<file path="config.mk">
export PLATFORM = sky130hd
export DESIGN_NAME = masp_top
export DESIGN_NICKNAME = d
export VERILOG_FILES = /design/src/core/masp_top.v
export VERILOG_INCLUDE_DIRS = /design/src /design/src/core
export SDC_FILE = /design/constraint.sdc
export NUM_CORES = 2
export LEC_CHECK = 0
export BUFFER_PORTS_ARGS = -buffer_cell sky130_fd_sc_hd__buf_2
export CAP_MARGIN = 20
export CORE_UTILIZATION = 50
export CTS_CLUSTER_DIAMETER = 50
export DETAILED_ROUTE_END_ITERATION = 10
export PLACE_DENSITY = 0.65
export SETUP_SLACK_MARGIN = 0.3
export SYNTH_ARGS = -nofsm -noshare
export SYNTH_HDL_FRONTEND = slang
export SYNTH_SLANG_ARGS = --single-unit
</file>
<file path="constraint.sdc">
create_clock -name MCLK -period 8.8 [get_ports MCLK]
set_input_delay 0.88 -clock MCLK [delete_from_list [all_inputs] [get_ports MCLK]]
set_output_delay 0.88 -clock MCLK [all_outputs]
set_load 0.02 [all_outputs]
</file>
<file path="src/core/masp_consts.vh">
// Constants for the multichannel audio serial port
`ifndef MASP_CONSTS_VH
`define MASP_CONSTS_VH
`define MASP_ADDR_CTRL   4'h0
`define MASP_ADDR_STAT   4'h1
`define MASP_CTRL_RST    10'h000
`define MASP_C_FMT       2:0
`define MASP_C_WL        4:3
`define MASP_C_BCP       5
`define MASP_C_MS        6
`define MASP_C_IZD       7
`define MASP_C_MUTE      8
`define MASP_C_DEEMPH    9
`define MASP_FMT_LJ      3'h0
`define MASP_FMT_RJ      3'h1
`define MASP_FMT_I2S     3'h2
`define MASP_FMT_DSPA    3'h3
`define MASP_FMT_DSPB    3'h4
`define MASP_WL_16       2'h0
`define MASP_WL_20       2'h1
`define MASP_WL_24       2'h2
`define MASP_WL_32       2'h3
`define MASP_BITS_16     6'h10
`define MASP_BITS_20     6'h14
`define MASP_BITS_24     6'h18
`define MASP_BITS_32     6'h20
`define MASP_DECAY_SH    6
`define MASP_ZERO_RUN    11'h400
`define MASP_MUTE_RUN    11'h400
`define MASP_BCLK_HALF_M1 3'h3
`define MASP_FRM_LAST    9'h03f
`define MASP_FRM_HALF    9'h020
`define MASP_DSP_LAST    9'h0bf
`define MASP_DSP_WLAST   3'h5
`define MASP_TC_MAX      9'h1ff
`endif

</file>
<file path="src/core/masp_top.v">
// Multichannel audio serial port: framing, master clocks, mute and automute
// How it works
// Mode pin high: hardware mode, slave only
// Silence pin: low normal, high mute, float detect
// Mute decays to midrail, tau 64 samples
// Muted 1024 samples with detect: hard midrail
// 1024 zero samples set the silence latch
// Pin low needs enable; nonzero clears latch
// Hardware pins pick format and word length
// 24-bit I2S accepts shorter words
// Hardware data pin switches de-emphasis
// Master bit picks role, slave default
// Sample rising, launch falling bit clock
// Invert bit swaps sampling and launch edges
// Controller changes playback data on falling edge
// MSB first, 16/20/24/32-bit words
// Frame halves each at least one word
// DSP: six words on first input
// Record-only DSP frame at least two words
// Left-justified: MSB first edge after transition
// Right-justified: LSB last edge before transition
// I2S: MSB second edge, low is left
// DSP A: MSB second edge after rise
// DSP B: MSB first edge, fixed word order
//
// Decided for this implementation: strobed register access and the address map.
`timescale 1ns/100ps
`include "masp_consts.vh"
module masp_top (
  input  wire         MCLK,
  input  wire         RST_N,
  input  wire [3:0]   ADDR,
  input  wire [15:0]  WDATA,
  input  wire         WR,
  input  wire         RD,
  output wire [15:0]  RDATA,
  input  wire         MODE_PIN,
  input  wire         SILENCE_I,
  input  wire         SILENCE_UNDRIVEN,
  output wire         SILENCE_O,
  output wire         SILENCE_OE,
  input  wire         LATCH_FORMAT_PIN,
  input  wire         CLOCK_WORDLEN_PIN,
  input  wire         DATA_DEEMPHASIS_PIN,
  output wire         DEEMPH_EN,
  input  wire         BCLK_I,
  output wire         BCLK_O,
  output wire         BCLK_OE,
  input  wire         FRAME_I,
  output wire         FRAME_O,
  output wire         FRAME_OE,
  input  wire [2:0]   PLAY_IN,
  output wire         RECORD_OUT,
  input  wire [31:0]  RECORD_L,
  input  wire [31:0]  RECORD_R,
  output wire         RECORD_TAKE,
  output wire [191:0] PLAY_OUT,
  output wire         PLAY_STB,
  output wire         MIDRAIL_CONNECT
);

  function [5:0] wl_bits;
    input [1:0] code;
    begin
      case (code)
        `MASP_WL_16: wl_bits = `MASP_BITS_16;
        `MASP_WL_20: wl_bits = `MASP_BITS_20;
        `MASP_WL_24: wl_bits = `MASP_BITS_24;
        default:     wl_bits = `MASP_BITS_32;
      endcase
    end
  endfunction

  // Two-stage synchronisers for every pin input
  wire [10:0] raw = {PLAY_IN, FRAME_I, BCLK_I, DATA_DEEMPHASIS_PIN, CLOCK_WORDLEN_PIN,
                     LATCH_FORMAT_PIN, SILENCE_UNDRIVEN, SILENCE_I, MODE_PIN};
  reg  [10:0] s1_r;
  reg  [10:0] s2_r;
  always @(posedge MCLK) begin
    if (!RST_N) begin
      s1_r <= 11'h000;
      s2_r <= 11'h000;
    end else begin
      s1_r <= raw;
      s2_r <= s1_r;
    end
  end
  wire       hw_mode   = s2_r[0];
  wire       sil_hi    = s2_r[1];
  wire       sil_float = s2_r[2];
  wire       pin_fmt   = s2_r[3];
  wire       pin_wl    = s2_r[4];
  wire       pin_dm    = s2_r[5];
  wire       bclk_s    = s2_r[6];
  wire       frame_s   = s2_r[7];
  wire [2:0] din       = s2_r[10:8];

  // Control register and register port
  reg  [9:0]  ctrl_r;
  reg  [15:0] rdata_r;
  reg         latch_r;
  reg         midrail_r;
  wire        mute_w;
  always @(posedge MCLK) begin
    if (!RST_N) begin
      ctrl_r <= `MASP_CTRL_RST;
    end else if (WR && ADDR == `MASP_ADDR_CTRL) begin
      ctrl_r <= WDATA[9:0];
    end
  end
  always @(posedge MCLK) begin
    if (!RST_N) begin
      rdata_r <= 16'h0000;
    end else if (RD) begin
      case (ADDR)
        `MASP_ADDR_CTRL: rdata_r <= {6'h00, ctrl_r};
        `MASP_ADDR_STAT: rdata_r <= {11'h000, sil_float, hw_mode, midrail_r, mute_w, latch_r};
        default:         rdata_r <= 16'h0000;
      endcase
    end else begin
      rdata_r <= 16'h0000;
    end
  end
  assign RDATA = rdata_r;

  // Effective configuration; hardware mode overrides software bits
  reg [2:0] fmt;
  reg [1:0] wlc;
  always @* begin
    if (hw_mode) begin
      fmt = pin_fmt ? `MASP_FMT_I2S : `MASP_FMT_RJ;
      case ({pin_fmt, pin_wl})
        2'h0:    wlc = `MASP_WL_24;
        2'h1:    wlc = `MASP_WL_20;
        2'h2:    wlc = `MASP_WL_16;
        default: wlc = `MASP_WL_24;
      endcase
    end else begin
      fmt = ctrl_r[`MASP_C_FMT];
      wlc = ctrl_r[`MASP_C_WL];
    end
  end
  wire [5:0] wl     = wl_bits(wlc);
  wire       master = ~hw_mode & ctrl_r[`MASP_C_MS];
  wire       bitclock_invert_bit    = ~hw_mode & ctrl_r[`MASP_C_BCP];
  wire       rj     = (fmt == `MASP_FMT_RJ);
  wire       i2s    = (fmt == `MASP_FMT_I2S);
  wire       dsp    = (fmt == `MASP_FMT_DSPA) | (fmt == `MASP_FMT_DSPB);
  wire       off    = i2s | (fmt == `MASP_FMT_DSPA);
  assign DEEMPH_EN = hw_mode ? pin_dm : ctrl_r[`MASP_C_DEEMPH];

  // Master clock generation
  reg [2:0] div_r;
  reg       bgen_r;
  reg       fgen_r;
  reg [8:0] fcnt_r;
  wire      fs_last  = dsp ? (fcnt_r == `MASP_DSP_LAST) : (fcnt_r == `MASP_FRM_LAST);
  wire [8:0] fcnt_nx = fs_last ? 9'h000 : fcnt_r + 9'h001;
  always @(posedge MCLK) begin
    if (!RST_N || !master) begin
      div_r  <= 3'h0;
      bgen_r <= 1'b0;
      fgen_r <= 1'b0;
      fcnt_r <= 9'h000;
    end else if (div_r == `MASP_BCLK_HALF_M1) begin
      div_r  <= 3'h0;
      bgen_r <= ~bgen_r;
      if (~bgen_r == bitclock_invert_bit) begin // Frame moves with the launch edge
        fcnt_r <= fcnt_nx;
        fgen_r <= dsp ? (fcnt_nx == 9'h000) : (fcnt_nx < `MASP_FRM_HALF);
      end
    end else begin
      div_r <= div_r + 3'h1;
    end
  end
  assign BCLK_O   = bgen_r;
  assign BCLK_OE  = master;
  assign FRAME_O  = fgen_r;
  assign FRAME_OE = master;

  // Edge detection of the bit clock
  wire bclk_lvl  = master ? bgen_r : bclk_s;
  wire frame_lvl = master ? fgen_r : frame_s;
  reg  bprev_r;
  always @(posedge MCLK) begin
    if (!RST_N) begin
      bprev_r <= 1'b0;
    end else begin
      bprev_r <= bclk_lvl;
    end
  end
  wire rise   = bclk_lvl & ~bprev_r;
  wire fall   = ~bclk_lvl & bprev_r;
  wire samp   = bitclock_invert_bit ? fall : rise;
  wire launch = bitclock_invert_bit ? rise : fall;

  // Receive path
  reg  [31:0] sh_r [0:2];
  reg  [31:0] pw_r [0:5];
  reg         fs_prev_r;
  reg         arm_r;
  reg         act_r;
  reg         left_r;
  reg  [5:0]  n_r;
  reg  [2:0]  w_r;
  reg         stb_r;
  wire        rev  = dsp ? (frame_lvl & ~fs_prev_r) : (frame_lvl ^ fs_prev_r);
  wire        done = act_r & (n_r == wl) & ~rj;
  wire [5:0]  lsh  = `MASP_BITS_32 - wl;
  integer i;
  always @(posedge MCLK) begin
    if (!RST_N) begin
      fs_prev_r <= 1'b0;
      arm_r     <= 1'b0;
      act_r     <= 1'b0;
      left_r    <= 1'b0;
      n_r       <= 6'h00;
      w_r       <= 3'h0;
      stb_r     <= 1'b0;
      for (i = 0; i < 3; i = i + 1) begin
        sh_r[i] <= 32'h00000000;
      end
      for (i = 0; i < 6; i = i + 1) begin
        pw_r[i] <= 32'h00000000;
      end
    end else begin
      stb_r <= 1'b0;
      if (samp) begin
        fs_prev_r <= frame_lvl;
        for (i = 0; i < 3; i = i + 1) begin
          sh_r[i] <= {sh_r[i][30:0], din[i]};
        end
        if (rj) begin
          if (rev) begin // Word ended on the edge before the transition
            for (i = 0; i < 3; i = i + 1) begin
              pw_r[2 * i + (fs_prev_r ? 0 : 1)] <= sh_r[i] << lsh;
            end
            stb_r <= ~fs_prev_r;
          end
        end else begin
          if (done) begin
            if (dsp) begin
              pw_r[w_r] <= sh_r[0] << lsh;
              stb_r     <= (w_r == `MASP_DSP_WLAST);
            end else begin
              for (i = 0; i < 3; i = i + 1) begin
                pw_r[2 * i + (left_r ? 0 : 1)] <= sh_r[i] << lsh;
              end
              stb_r <= ~left_r;
            end
          end
          if (rev) begin
            w_r    <= 3'h0;
            left_r <= i2s ? ~frame_lvl : frame_lvl;
            arm_r  <= off;
            act_r  <= ~off;
            n_r    <= off ? 6'h00 : 6'h01;
          end else if (arm_r) begin
            arm_r <= 1'b0;
            act_r <= 1'b1;
            n_r   <= 6'h01;
          end else if (done) begin
            if (dsp && w_r != `MASP_DSP_WLAST) begin // Words contiguous
              w_r <= w_r + 3'h1;
              n_r <= 6'h01;
            end else begin
              act_r <= 1'b0;
            end
          end else if (act_r) begin
            n_r <= n_r + 6'h01;
          end
        end
      end
    end
  end

  // Transmit path
  reg  [8:0]  tc_r;
  reg  [8:0]  half_r;
  reg         fl_prev_r;
  reg  [31:0] ra_r;
  reg  [31:0] rb_r;
  reg         out_r;
  reg         take_r;
  wire        tev    = dsp ? (frame_lvl & ~fl_prev_r) : (frame_lvl ^ fl_prev_r);
  wire        tleft  = i2s ? ~frame_lvl : frame_lvl;
  wire [8:0]  tc_inc = (tc_r == `MASP_TC_MAX) ? tc_r : tc_r + 9'h001;
  wire [8:0]  tc_use = tev ? 9'h000 : tc_inc;
  wire [8:0]  hf_use = tev ? tc_inc : half_r;
  wire [31:0] wa     = tev ? (dsp ? RECORD_L : (tleft ? RECORD_L : RECORD_R)) : ra_r;
  wire [31:0] wb     = tev ? RECORD_R : rb_r;
  wire [9:0]  start  = rj ? ({1'b0, hf_use} - {4'h0, wl}) : {9'h000, off};
  wire [9:0]  kk     = {1'b0, tc_use} - start;
  wire [9:0]  span   = dsp ? {3'h0, wl, 1'b0} : {4'h0, wl};
  wire        tvalid = ~kk[9] & (kk < span);
  wire        tsec   = (kk >= {4'h0, wl});
  wire [9:0]  kb     = tsec ? kk - {4'h0, wl} : kk;
  wire [4:0]  bidx   = 5'h1f - kb[4:0];
  wire        tbit   = tsec ? wb[bidx] : wa[bidx];
  always @(posedge MCLK) begin
    if (!RST_N) begin
      tc_r      <= 9'h000;
      half_r    <= 9'h000;
      fl_prev_r <= 1'b0;
      ra_r      <= 32'h00000000;
      rb_r      <= 32'h00000000;
      out_r     <= 1'b0;
      take_r    <= 1'b0;
    end else begin
      take_r <= 1'b0;
      if (launch) begin
        fl_prev_r <= frame_lvl;
        tc_r      <= tc_use;
        out_r     <= tvalid & tbit;
        if (tev) begin
          half_r <= tc_inc;
          ra_r   <= wa;
          rb_r   <= wb;
          take_r <= 1'b1;
        end
      end
    end
  end
  assign RECORD_OUT  = out_r;
  assign RECORD_TAKE = take_r;

  // Zero detection and mute control
  reg  [10:0] zcnt_r;
  reg  [10:0] mcnt_r;
  reg         ostb_r;
  wire        allz = ~|{pw_r[0], pw_r[1], pw_r[2], pw_r[3], pw_r[4], pw_r[5]};
  wire        izd_eff = ctrl_r[`MASP_C_IZD] | sil_float;
  assign mute_w = ctrl_r[`MASP_C_MUTE]
                | (~sil_float & sil_hi)
                | (sil_float & latch_r)
                | (~sil_float & ~sil_hi & ctrl_r[`MASP_C_IZD] & latch_r);
  always @(posedge MCLK) begin
    if (!RST_N) begin
      zcnt_r    <= 11'h000;
      mcnt_r    <= 11'h000;
      latch_r   <= 1'b0;
      midrail_r <= 1'b0;
      ostb_r    <= 1'b0;
    end else begin
      ostb_r <= stb_r;
      if (stb_r) begin
        if (!allz) begin
          zcnt_r  <= 11'h000;
          latch_r <= 1'b0;
        end else if (zcnt_r != `MASP_ZERO_RUN) begin
          zcnt_r <= zcnt_r + 11'h001;
          if (zcnt_r + 11'h001 == `MASP_ZERO_RUN) begin
            latch_r <= 1'b1;
          end
        end
        if (!mute_w) begin
          mcnt_r    <= 11'h000;
          midrail_r <= 1'b0;
        end else begin
          if (mcnt_r != `MASP_MUTE_RUN) begin
            mcnt_r <= mcnt_r + 11'h001;
          end
          midrail_r <= izd_eff & (mcnt_r + 11'h001 >= `MASP_MUTE_RUN);
        end
      end
    end
  end
  assign SILENCE_OE      = sil_float;
  assign SILENCE_O       = ~latch_r;
  assign MIDRAIL_CONNECT = midrail_r;
  assign PLAY_STB        = ostb_r;

  // Per-channel soft mute with exponential decay
  genvar c;
  generate
    for (c = 0; c < 6; c = c + 1) begin : g_ch
      reg [31:0] lvl_r;
      always @(posedge MCLK) begin
        if (!RST_N) begin
          lvl_r <= 32'h00000000;
        end else if (stb_r) begin
          if (!mute_w) begin
            lvl_r <= pw_r[c];
          end else if (midrail_r) begin
            lvl_r <= 32'h00000000;
          end else begin
            lvl_r <= lvl_r - {{`MASP_DECAY_SH{lvl_r[31]}}, lvl_r[31:`MASP_DECAY_SH]};
          end
        end
      end
      assign PLAY_OUT[32 * c + 31 : 32 * c] = lvl_r;
    end
  endgenerate

endmodule // masp_top

</file>
==> impl_results.md <==
* Number of synthesized flops with an enable pin at 288
* Status: finished clean
* Die height at between 200 and 300 um
* Setup Buffers After CTS at 0
* Clk pin slew, worst setup/hold paths at approximately 0.06 ns
* Final net count at 5,000
* Post-synthesis adder-cell area fraction at 0.0756
* DRT Wirelength at 129,000 um
* Antenna violations before repair at 1
* DP Wirelength at 89,800 um
* Die ar. at 81,600 um2
* Max IR drop VDD at roughly 0.00016 V
* Synth Area in Simple Gates at 0.154
* # DRC at 0
* Skew final at 0.0327 ns
* Fmax at roughly 130 MHz
* CTS max path bufs at 3
* Min Tclk post-route at 7.94 ns
* Critical Path RT at around 9.3 ns
* Skew-Pair Late Insertion Delay at 0.65 ns
* Row count at around 100
* Rel. slew slack at 0.259
* GRT overflow at 0
* Overall via count from detail_route at 35.7k
* Commonest non-fill, non-tap cell in the layout: nor2_1
* Synth Cell Area at 40,200 um2
* CTS tree: built
* Commonest cells after routing, fill and taps aside: 376 x nor2_1, 371 x dfxtp_1, 371 x a21oi_1
* Crit path launch type: register
* Clock Tree Root: clkbuf_16
* Fillers at 7,078
* Clk sink count at 661
* 1st-pass router iterations at 6
* 1st-iter DRT viols at between 3k and 4k
* Synth Warn # at 0
* Via/cell ratio at 6.16
* Starting Density at 0.508
* Critical path capture point type: register
* Final ANT Viol Nets at 0
* Critical path type: reg -> reg
* CTS buffer count at 95
* Worst path arrival time at 8.47 ns
* CTS HTree Levels at 3
* Sequential cell area fraction in the yosys report at 0.400
* Post-Syn Instances at 4,477
* Die X-Extent at 286 um
* I/O Buffers at 305
* Core Footprint at 79,300 um2
* P per Cell Area at 171 nW/um2
* Setup_tns at 0 ns
* XOR/XNOR Fraction of Synth Area at 0.0422
* Area delta synth->final at 13.9%
* Max_cap viols at 0
* Synth unique cells at 85
* RSZ-0062 raised after global routing: no
* Worst-path maximum fanout at 12
* Post-synthesis register bit count at between 600 and 700
* Post-synthesis mux area share at 0.0691
* Worst Hold Class: reg -> reg
* P_leak at around 18 nW
* Routed length per instance at 22.2 um
* Main combinational cell family by area after synthesis: compound AO/OA/AOI/OAI gates
* Largest net degree at the start of global routing at 115
* First-pass GRT wire length at 195,000 um
* Mapped Avg Cell Area at 8.99 um2
* I/O pins at 318
* GRT Util Overall at 0.306
* Layout cell share with drive strength beyond 1 at 0.136
* Gpl congestion at around 0.94
* Prevailing post-synth register cell: dfxtp_1
* Async set-reset flop share out of synthesis at 0
* Worst slew pin tran at 1.11 ns
* Hold violation count in the final report at 0
* Synth Area in Compound Gates at 0.209
* Final slew viol count at 0
* Tcrit/Tclk final at 0.903
* Vias in the first global route at between 30k and 40k
* Hold_ws at 0.427 ns
* Endpoints failing setup at 0
-- layer usage --
| layer | wire [um] | vias up | global-route usage |
|---|---|---|---|
| met4 | 5100 | 0 | 0.114 |
| met2 | 57100 | 1488 | 0.471 |
| met5 | 0 | - | 0 |
| met1 | 55600 | 17000 | 0.430 |
| met3 | 10900 | 274 | 0.0530 |
| li1 | - | 16900 | - |
-- path summary, 6_finish.rpt --
kind / startpoint / to / slack, ns / depth (start not counted)
worst max register to register: ctrl_r[6]$_SDFFE_PN0P_ / RECORD_OUT$_SDFFE_PN0N_ / 0.86 / 27
worst max-delay path: ctrl_r[6]$_SDFFE_PN0P_ / RECORD_OUT$_SDFFE_PN0N_ / 0.86 / 27
worst min-delay path: div_r[0]$_SDFF_PP0_ / div_r[0]$_SDFF_PP0_ / 0.43 / 1
worst min register to register: div_r[0]$_SDFF_PP0_ / div_r[0]$_SDFF_PP0_ / 0.43 / 1
-- where the power goes --
group          internal, mW  switching [mW]  total [mW]
Combinational         0.241           0.401       0.642
Sequential             3.27          0.0717        3.34
Clock                  2.30            1.55        3.85
Total                  5.81            2.02        7.83
-- synth_stat cells (12+ instances only) --
cell / count / area (um2)
nor2b_1: 38 / 238
a21boi_0: 15 / 113
mux2_2: 46 / 518
dfxtp_1: 373 / 7470
mux2i_1: 146 / 1460
or3_1: 19 / 119
inv_1: 240 / 901
edfxtp_1: 288 / 8650
a31oi_1: 38 / 238
o22ai_1: 115 / 719
xnor2_1: 122 / 1070
o21ai_0: 285 / 1430
o311ai_0: 12 / 105
or2_2: 12 / 75.1
nor3_1: 56 / 280
o21a_1: 20 / 150
clkbuf_1: 239 / 897
nand3_1: 83 / 415
ha_1: 227 / 2840
nor2_1: 379 / 1420
o21bai_1: 13 / 97.6
a21o_1: 117 / 878
mux4_2: 34 / 766
and2_1: 37 / 231
and3_1: 135 / 845
nand2_1: 372 / 1400
a22oi_1: 72 / 541
a211oi_1: 106 / 796
a221oi_1: 47 / 412
xor2_1: 72 / 631
o211ai_1: 19 / 143
nor4_1: 57 / 357
nand2b_1: 48 / 300
nor3b_1: 16 / 120
nand4_1: 28 / 175
buf_1: 20 / 75.1
a21oi_1: 371 / 1860
-- registers in the layout, summed over array words and instances (netlist names), 3 cells and up --
name / cells
rb_r: 32
half_r: 9
ra_r: 32
w_r: 3
tc_r: 9
fcnt_r: 9
div_r: 3
zcnt_r: 11
RDATA: 10
ctrl_r: 10
s2_r: 11
sh_r: 96
pw_r: 192
s1_r: 11
g_ch.lvl_r: 192
mcnt_r: 11
n_r: 6
-- final cells by class --
class	instances	area [um2]	area share
antenna	3	7.51	0.000164
clock buffer	114	2520	0.0550
clock inverter	63	672	0.0147
inverter	242	916	0.0200
multi-input combinational	3308	22300	0.487
sequential	661	16100	0.352
tap	1050	1310	0.0287
timing repair buffer	357	1940	0.0424
-- logic make-up (layout without fill, tap and decap cells) --
| family | count (synthesis) | in the layout |
|---|---|---|
| AO/OA/AOI/OAI | 1335 | 1335 |
| AND/OR/NAND/NOR | 1307 | 1307 |
| flip-flops | 661 | 661 |
| buffers and inverters | 513 | 776 |
| adder cells (fa/ha/maj) | 238 | 238 |
| multiplexers | 228 | 228 |
| XOR/XNOR | 194 | 194 |
| other | 1 | 9 |
-- worst max-delay path, cell delays in order (launching register included) --
cell and delay, ns:
dfxtp_1 0.45, nand2b_1 0.15, mux2i_1 0.42, inv_1 0.19, ha_1 0.25, or4b_1 0.51, a21oi_1 0.29, a211o_1 0.38
nor2_1 0.09, a21oi_1 0.14, ha_1 0.24, nand2b_1 0.14, ha_1 0.34, xor2_1 0.50, inv_1 0.41, ha_1 0.49
nand4_1 0.12, nand2_1 0.06, a21o_1 0.17, a211oi_1 0.38, nand3b_1 0.14, mux2i_2 0.41, mux2i_4 0.53, mux2_2 0.39
o21ai_0 0.18, mux2i_1 0.10, a211oi_1 0.26, o41ai_1 0.08
-- per-stage QoR --
stage | instance area (um2) | cells | utilization | total power [mW] | setup WS, ns
2_1_floorplan | 40300 | 4482 | - | 3.83 | 0.658
3_3_place_gp | 42600 | 5616 | 0.537 | 4.02 | 0.855
3_5_place_dp | 42600 | 5616 | 0.537 | 4.03 | 0.612
4_1_cts | 45800 | 5793 | 0.577 | 7.86 | 0.508
5_1_grt | 45800 | 5796 | 0.578 | 8.05 | 0.337
6_report | 45800 | 5798 | 0.578 | 7.83 | 0.857
-- what timing repair did --
action	CTS	global route
hold buffers	0	0
endpoints found under the setup margin	0	1
gates resized for setup	0	3
Note: power is estimated with default switching activity, not from simulation.
